==> config.mk <==
export PLATFORM = sky130hd
export DESIGN_NAME = adc_peak_hold
export DESIGN_NICKNAME = d
export VERILOG_FILES = /design/src/verilog/adc_peak_hold.v /design/src/verilog/disp_magnitude.v
export VERILOG_INCLUDE_DIRS = /design/src /design/src/verilog
export SDC_FILE = /design/constraint.sdc
export NUM_CORES = 1
export LEC_CHECK = 0
export BUFFER_PORTS_ARGS = -buffer_cell sky130_fd_sc_hd__buf_2
export CAP_MARGIN = 20
export CORE_ASPECT_RATIO = 0.7
export CORE_MARGIN = 1
export CORE_UTILIZATION = 40
export DETAILED_ROUTE_END_ITERATION = 8
export HOLD_SLACK_MARGIN = 0.12
export SYNTH_ARGS = -nofsm -noshare
export SYNTH_HDL_FRONTEND = slang
export SYNTH_HIERARCHICAL = 1
export SYNTH_SLANG_ARGS = --single-unit
==> constraint.sdc <==
create_clock -name ref_clk -period 12 [get_ports ref_clk]
set_clock_uncertainty 0.1 [all_clocks]
set_input_delay 1.2 -clock ref_clk [delete_from_list [all_inputs] [get_ports ref_clk]]
set_output_delay 1.2 -clock ref_clk [all_outputs]
set_load 0.005 [all_outputs]
==> src/verilog/adc_result_map.vh <==
// constants for the converter result, peak and display control logic
// assumes inclusion by bare name from the design files
`ifndef ADC_RESULT_MAP_VH
`define ADC_RESULT_MAP_VH
// register indices on the host register port
`define REG_CTRL 4'h0
`define REG_STATUS 4'h1
`define REG_OFFSET 4'h2
`define REG_RESULT_HI 4'h3
`define REG_RESULT_LO 4'h4
`define REG_DISP_DATA 4'h5
`define REG_PEAK 4'h6
// control register field positions
`define CTRL_PEAK 0
`define CTRL_HOLD 1
`define CTRL_HOST_SRC 2
`define CTRL_CONT_CAL_DIS 3
`define CTRL_ENH_CAL 4
`define CTRL_DIG_PD 5
`define CTRL_ANA_PD 6
`define CTRL_SEGMENT_DIRECT_SELECT 7
// status register field positions
`define STAT_BATT_LOW 0
`define STAT_CAL_BUSY 1
// reset values
`define CTRL_RESET 16'h0000
`define PEAK_RESET 16'h0000
`define RESLO_RESET 8'h00
`define WORD_RESET 16'h0000
// enhanced calibration duration in cycles
`define ENH_CAL_CYCLES 8'h40
`endif

==> src/verilog/adc_peak_hold.v <==
// result, peak, hold, calibration and power control of the converter
// assumes a host register port already decoded to index, data, strobes
// Summary of operation
// - sixteen-bit read-only peak register, cleared to zero at reset
// - setting peak enable first loads present result as starting peak
// - during tracking, peak is replaced only by a larger new result
// - clearing peak enable clears the peak register
// - tracking guaranteed only within the documented count ranges
// - peak holds two's complement; narrow variant uses D15 to D4
// - eight-bit low result register, bits in upper nibble, lower zero
// - reset returns interface, display, filter and registers to default
// - continuous calibration disable low means calibrate every conversion
// - writing enhanced calibration bit one starts enhanced calibration
// - digital power-down stops filter and display, independent of analog
// - analog power-down stops modulator and buffers, independent of digital
// - peak enable shows only the highest measured value
// - hold freezes display on the reading present at activation
// - low battery input sets status flag and display annunciator
// - negative display values show magnitude reduced by one
// - display data comes from result, peak or host by control bits
// - final result is calibrated input minus custom offset register
// - upper result register holds sixteen result MSBs, read-only
`timescale 1ns/10ps
`include "adc_result_map.vh"
module adc_peak_hold #(
   parameter RES_WIDTH = 20,
   parameter CAL_CYCLES = 8
) (
   input wire ref_clk,
   input wire rst,
   // host register port
   input wire [3:0] regIndex,
   input wire [15:0] regWrData,
   input wire regWrite,
   input wire regRead,
   output reg [15:0] regRdData,
   output reg regRdValid,
   // converter side
   input wire [RES_WIDTH-1:0] calibratedSample,
   input wire sampleValid,
   input wire lowBatteryPin,
   // control outputs to the analog and display sections
   output reg offsetCalPerConversion,
   output reg enhancedCalActive,
   output reg filterPowerdown,
   output reg displayPowerdown,
   output reg modulatorPowerdown,
   output reg inputBufferPowerdown,
   output reg segmentDirectSelect,
   output reg displayNegative,
   output reg [15:0] displayMagnitude,
   output reg peakAnnunciator,
   output reg holdAnnunciator,
   output reg batteryLowAnnunciator
);
   // ==========================================================
   // registers
   reg [15:0] control;
   reg [15:0] customOffset;
   reg [15:0] resultHigh;
   reg [7:0] resultLowNibble;
   reg [15:0] peakValue;
   reg [15:0] displayData;
   reg peakArmed;
   reg holdPrev;
   reg battSync1, battSync2, battSync3;
   reg batteryLowFlag;
   reg [7:0] enhCalCount;
   reg sampleSeen;

   wire peakEnable = control[`CTRL_PEAK];
   wire holdEnable = control[`CTRL_HOLD];
   wire hostSource = control[`CTRL_HOST_SRC];
   wire digitalPowerdown = control[`CTRL_DIG_PD];
   wire analogPowerdown = control[`CTRL_ANA_PD];

   // ==========================================================
   // result path
   // subtract the custom offset, aligned to the upper sixteen bits
   wire [RES_WIDTH-1:0] offsetAligned = {customOffset, 4'h0};
   wire [RES_WIDTH-1:0] finalResult = calibratedSample - offsetAligned;
   wire [15:0] newHigh = finalResult[RES_WIDTH-1:RES_WIDTH-16];
   // converter stops delivering while the filter is powered down
   wire sampleTake = sampleValid & ~digitalPowerdown;

   // result registers, updated per conversion
   always @(posedge ref_clk or posedge rst) begin
      if (rst) begin
         resultHigh <= `WORD_RESET;
         resultLowNibble <= `RESLO_RESET;
         sampleSeen <= 1'b0;
      end else if (sampleTake) begin
         resultHigh <= newHigh;
         resultLowNibble <= {finalResult[3:0], 4'h0};
         sampleSeen <= 1'b1;
      end
   end

   // ==========================================================
   // peak tracking
   // signed compare; strict greater so equal leaves peak alone
   wire newLarger = $signed(newHigh) > $signed(peakValue);
   always @(posedge ref_clk or posedge rst) begin
      if (rst) begin
         peakValue <= `PEAK_RESET;
         peakArmed <= 1'b0;
      end else if (!peakEnable) begin
         peakValue <= `PEAK_RESET;
         peakArmed <= 1'b0;
      end else if (!peakArmed) begin
         peakValue <= resultHigh;
         peakArmed <= 1'b1;
      end else if (sampleTake && newLarger) begin
         peakValue <= newHigh;
      end
   end

   // ==========================================================
   // display data source
   // host writes win in host mode; hold freezes; peak shows maximum
   always @(posedge ref_clk or posedge rst) begin
      if (rst) begin
         displayData <= `WORD_RESET;
         holdPrev <= 1'b0;
      end else begin
         holdPrev <= holdEnable;
         if (hostSource) begin
            if (regWrite && regIndex == `REG_DISP_DATA) begin
               displayData <= regWrData;
            end
         end else if (holdEnable) begin
            if (!holdPrev) begin
               displayData <= displayData;
            end
         end else if (peakEnable) begin
            displayData <= peakValue;
         end else begin
            displayData <= resultHigh;
         end
      end
   end

   // ==========================================================
   // low battery input, three-stage synchroniser
   always @(posedge ref_clk or posedge rst) begin
      if (rst) begin
         battSync1 <= 1'b0;
         battSync2 <= 1'b0;
         battSync3 <= 1'b0;
         batteryLowFlag <= 1'b0;
      end else begin
         battSync1 <= lowBatteryPin;
         battSync2 <= battSync1;
         battSync3 <= battSync2;
         if (battSync2 == battSync3) begin
            batteryLowFlag <= battSync3;
         end
      end
   end

   // ==========================================================
   // control register, enhanced calibration sequencing
   wire ctrlWrite = regWrite && regIndex == `REG_CTRL;
   always @(posedge ref_clk or posedge rst) begin
      if (rst) begin
         control <= `CTRL_RESET;
         customOffset <= `WORD_RESET;
         enhCalCount <= 8'h00;
      end else begin
         if (ctrlWrite) begin
            control <= regWrData;
         end else if (enhCalCount == 8'h01) begin
            control[`CTRL_ENH_CAL] <= 1'b0; // self-clears when done
         end
         if (regWrite && regIndex == `REG_OFFSET) begin
            customOffset <= regWrData;
         end
         if (ctrlWrite && regWrData[`CTRL_ENH_CAL]) begin
            enhCalCount <= `ENH_CAL_CYCLES;
         end else if (enhCalCount != 8'h00) begin
            enhCalCount <= enhCalCount - 8'h01;
         end
      end
   end

   // ==========================================================
   // register read port
   always @(posedge ref_clk or posedge rst) begin
      if (rst) begin
         regRdData <= `WORD_RESET;
         regRdValid <= 1'b0;
      end else begin
         regRdValid <= regRead;
         if (regRead) begin
            case (regIndex)
               `REG_CTRL: regRdData <= control;
               `REG_STATUS: regRdData <= {14'h0000,
                  enhCalCount != 8'h00, batteryLowFlag};
               `REG_OFFSET: regRdData <= customOffset;
               `REG_RESULT_HI: regRdData <= resultHigh;
               `REG_RESULT_LO: regRdData <= {8'h00, resultLowNibble};
               `REG_DISP_DATA: regRdData <= displayData;
               `REG_PEAK: regRdData <= peakValue;
               default: regRdData <= `WORD_RESET;
            endcase
         end
      end
   end

   // ==========================================================
   // display conversion and registered outputs
   wire magNeg;
   wire [15:0] magVal;
   disp_magnitude #(
      .WIDTH(16)
   ) u_disp_magnitude (
      .value(displayData),
      .negative(magNeg),
      .magnitude(magVal)
   );

   // outputs all registered; display outputs keep being driven during digital power-down
   always @(posedge ref_clk or posedge rst) begin
      if (rst) begin
         offsetCalPerConversion <= 1'b1;
         enhancedCalActive <= 1'b0;
         filterPowerdown <= 1'b0;
         displayPowerdown <= 1'b0;
         modulatorPowerdown <= 1'b0;
         inputBufferPowerdown <= 1'b0;
         segmentDirectSelect <= 1'b0;
         displayNegative <= 1'b0;
         displayMagnitude <= `WORD_RESET;
         peakAnnunciator <= 1'b0;
         holdAnnunciator <= 1'b0;
         batteryLowAnnunciator <= 1'b0;
      end else begin
         offsetCalPerConversion <= ~control[`CTRL_CONT_CAL_DIS];
         enhancedCalActive <= enhCalCount != 8'h00;
         filterPowerdown <= digitalPowerdown;
         displayPowerdown <= digitalPowerdown;
         modulatorPowerdown <= analogPowerdown;
         inputBufferPowerdown <= analogPowerdown;
         segmentDirectSelect <= control[`CTRL_SEGMENT_DIRECT_SELECT];
         displayNegative <= magNeg;
         displayMagnitude <= magVal;
         peakAnnunciator <= peakEnable;
         holdAnnunciator <= holdEnable;
         batteryLowAnnunciator <= batteryLowFlag;
      end
   end
endmodule // adc_peak_hold

==> src/verilog/disp_magnitude.v <==
// display value converter: two's complement to sign and magnitude
// assumes a plain 16-bit value from logic on the same clock
`timescale 1ns/10ps
module disp_magnitude #(
   parameter WIDTH = 16
) (
   input wire [WIDTH-1:0] value,
   output reg negative,
   output reg [WIDTH-1:0] magnitude
);
   // negative values show magnitude less one, so -1 reads -0
   always @* begin
      negative = value[WIDTH-1];
      if (value[WIDTH-1]) begin
         magnitude = ~value;
      end else begin
         magnitude = value;
      end
   end
endmodule // disp_magnitude

==> Implementation_results.wiki <==
{| class="wikitable"
! Metric !! Value
|-
| Design Power || 0.00202 W
|-
| Post-route core utilization || 48.3%
|-
| Global-route wire length before repair || 31,400 µm
|-
| Hold/Removal Path Class || register to register
|-
| CP startpoint kind || input pin
|-
| Cell row count || 41
|-
| Routed WL per cell || 18.6 µm
|-
| Root cell of the clock tree || sky130_fd_sc_hd__clkbuf_16
|-
| Clock transition at path regs || 60 ps
|-
| Number of instances in the synthesized netlist || 746
|-
| Worst EP required || 12,220 ps
|-
| Buffer depth of the longest clock path || 2
|-
| Number of post-CTS setup repair buffers || 0
|-
| Ports || 90
|-
| Area inside the core boundary || 18,200 µm²
|-
| Count of nets after finishing || 895
|-
| Global routing usage on met3 || 4.14%
|-
| Max-slew headroom at the worst pin || 22.1%
|-
| Run status || complete, but fails checks
|-
| Synth Net Count || 826
|-
| Yosys Warn Count || 6
|-
| Synthesized area divided by synthesized cell count || 10.1 µm²
|-
| M1 GR Usage || 30.6%
|-
| Fraction of post-synthesis cell area in the top cell type by area || 45.5%
|-
| Chip width || 166 µm
|-
| Number of nets with antenna violations after routing || 0
|-
| Routed Wire Length || 19,800 µm
|-
| Cells taking the most area after synthesis || sky130_fd_sc_hd__dfrtp_1 46%, sky130_fd_sc_hd__mux2_2 7.0%, sky130_fd_sc_hd__ha_1 5.5%
|-
| Number of global-route vias before repair || 5,539
|-
| Sink count of the clock tree || 138
|-
| Most frequently used cell type in the post-synthesis netlist || sky130_fd_sc_hd__dfrtp_1
|-
| Worst Path Max Fanout || 20
|-
| Half-perimeter wire length after detailed placement || 14,100 µm
|-
| H-Tree Level Count || 4
|-
| Most utilized layer in the global route result || met2
|-
| Number of antenna repair diodes || 0
|-
| Mapped Area || 7530 µm²
|-
| Power density relative to cell area || 230 nW/µm²
|-
| Proportion of synthesized chip area in sequential cells || 45.9%
|-
| Number of design-rule violations left by the first detailed-router iteration || 577
|-
| GP Congestion || 0.913
|-
| Number of antenna violations at the first check in global routing || 0
|-
| Total routing usage reported by global routing || 21.3%
|-
| TritonCTS clock tree || yes
|-
| Starting density of the core || 41.3%
|-
| Fraction of final layout cells with drive strength greater than 1 || 22.9%
|-
| Minimum period implied by the final worst setup slack || 4800 ps
|-
| Top cells by instance count after synthesis || 137 x sky130_fd_sc_hd__dfrtp_1, 62 x sky130_fd_sc_hd__inv_1, 58 x sky130_fd_sc_hd__o21ai_0, 56 x sky130_fd_sc_hd__a21oi_1, 48 x sky130_fd_sc_hd__nor2_1
|-
| RSZ-0062 raised after global routing || false
|-
| Slew Viols, Final || 0
|-
| Number of I/O port buffers || 89
|-
| Final Hold Fails || 0
|-
| Clock latency on the worst-skew pair || 430 ps
|-
| Fraction of synthesis flops using an asynchronous set or reset pin || 100%
|-
| Pre-CTS setup slack || 6860 ps
|-
| Worst setup margin || 7200 ps
|-
| Quantity of gates resized following cts || 0
|-
| Layout-stage area growth over the synthesis result || 16.9%
|-
| Die Y || 117 µm
|-
| Setup CP Type || input pin to register
|-
| Worst IR drop on VDD || 0.0917 mV
|-
| Maximum number of pins on one net before global-route repair || 80
|-
| Violations in the final reports || design-rule violations
|-
| Final instance count without filler cells || 1,064
|-
| Post-synthesis cell type with the largest combined area || sky130_fd_sc_hd__dfrtp_1
|-
| Cell Count Post-Placement || 1,030
|-
| Worst slew pin tran || 1160 ps
|-
| Critical path endpoint category || register
|-
| Met2 Usage GRT || 32.5%
|-
| Total setup violations reported at the end of the flow || 0
|-
| 1st-pass router iterations || 8
|-
| Total of flip-flops plus latches after synthesis || 138
|-
| Max-capacitance violation count || 0
|-
| Routed vias || 5,835
|-
| Total die area || 19,400 µm²
|-
| Cell variety after synth || 62
|-
| Top flip-flop cell by instance count after synthesis || sky130_fd_sc_hd__dfrtp_1
|-
| Fillcell total || 1,706
|-
| Count of flip-flops with a built-in enable after synthesis || 0
|-
| Final sum of negative setup slack || 0 ps
|-
| Fmax || 208 MHz
|-
| Leakage power || 3.97 nW
|-
| DRC violation count after routing || 8
|-
| Num CTS Buffers || 17
|-
| Global-route congestion overflow total || 0
|-
| Worst endpoint data arrival time || 5020 ps
|-
| Share of the clock period used by the worst path || 40.0%
|-
| Detail-routed via count per cell || 5.48
|-
| # hold bufs at CTS || 0
|}
[where the power goes]
part | internal (W) | switching [W] | total (W)
logic | 0.000294 | 0.000367 | 0.000660
registers | 0.000617 | 0.000150 | 0.000767
clock network | 0.000386 | 0.000210 | 0.000596
[per-layer routing]
layer	up-vias	wire length, µm
li1	2795	-
met1	2853	9880
met2	167	8690
met3	20	950
met4	0	291
met5	-	0
[flip-flops by register name (all words and copies together) (netlist names), 4 cells and up]
register	flops
displayMagnitude	16
displayData	16
resultHigh	16
resultLowNibble	4
regRdData	16
customOffset	16
peakValue	16
enhCalCount	8
control	16
[cell usage in the layout (no fill, tap or decap), drive strengths merged, types with 14 or more instances in the layout]
cell / n
clkbuf: 22
a22oi: 14
dfrtp: 137
a21o: 18
nor2: 48
ha: 33
a21oi: 56
nand2: 47
mux2: 47
o21ai: 58
nor3: 15
xor2: 15
a222oi: 16
mux2i: 29
buf: 98
inv: 62
[kinds of logic after synthesis]
| group | synth area share (%) |
|---|---|
| compound gates | 17.8 |
| simple gates | 10.2 |
| flops | 45.9 |
| buf+inv | 6.38 |
| mux | 10.9 |
| fa+ha+maj | 5.88 |
| xor+xnor | 2.91 |
| other cells | 0.0498 |
[final cells by class]
| class | instances | area [µm²] | area share (%) |
|---|---|---|---|
| clock buffers | 22 | 474 | 5.39 |
| clock inverters | 10 | 190 | 2.16 |
| inverters | 62 | 238 | 2.70 |
| multi-input cells | 498 | 3610 | 41.0 |
| flip-flops and latches | 138 | 3450 | 39.3 |
| well taps | 236 | 295 | 3.36 |
| repair buffers | 98 | 537 | 6.10 |
[path summary, 6_finish.rpt]
check                                       startpoint                               end  slack [ps]  cells past startpoint
min                                battSync1$_DFF_PP0_               battSync2$_DFF_PP0_         250                      0
min reg2reg                        battSync1$_DFF_PP0_               battSync2$_DFF_PP0_         250                      0
min in group asynchronous                          rst              regRdValid$_DFF_PP0_         730                      2
max reg2reg                customOffset[4]$_DFFE_PP0P_          peakValue[2]$_DFFE_PP0P_        7580                     15
max                                calibratedSample[8]          peakValue[2]$_DFFE_PP0P_        7200                     15
max in group asynchronous                          rst  offsetCalPerConversion$_DFF_PP1_       10040                      4
[through the flow]
| stage | hold slack, ps | cell area, µm² |
|---|---|---|
| floorplan | 231 | 7530 |
| global placement | 235 | 8090 |
| detailed placement | 250 | 8090 |
| CTS | 262 | 8760 |
| global route | 261 | 8800 |
| finish | 254 | 8800 |
[worst max-delay path: stages]
cell                       delay, ps
sky130_fd_sc_hd__buf_2           100
sky130_fd_sc_hd__ha_1            380
sky130_fd_sc_hd__a21o_1          230
sky130_fd_sc_hd__a31oi_1         300
sky130_fd_sc_hd__a21oi_1         150
sky130_fd_sc_hd__nor3_1          340
sky130_fd_sc_hd__o21ai_0         250
sky130_fd_sc_hd__ha_1            390
sky130_fd_sc_hd__nand4_1         180
sky130_fd_sc_hd__nor4_2          340
sky130_fd_sc_hd__a21bo_1         250
sky130_fd_sc_hd__nand2_1         100
sky130_fd_sc_hd__o211a_4         390
sky130_fd_sc_hd__nand2_1         110
sky130_fd_sc_hd__a311oi_1        300
Note: power is estimated with default switching activity, not from simulation.
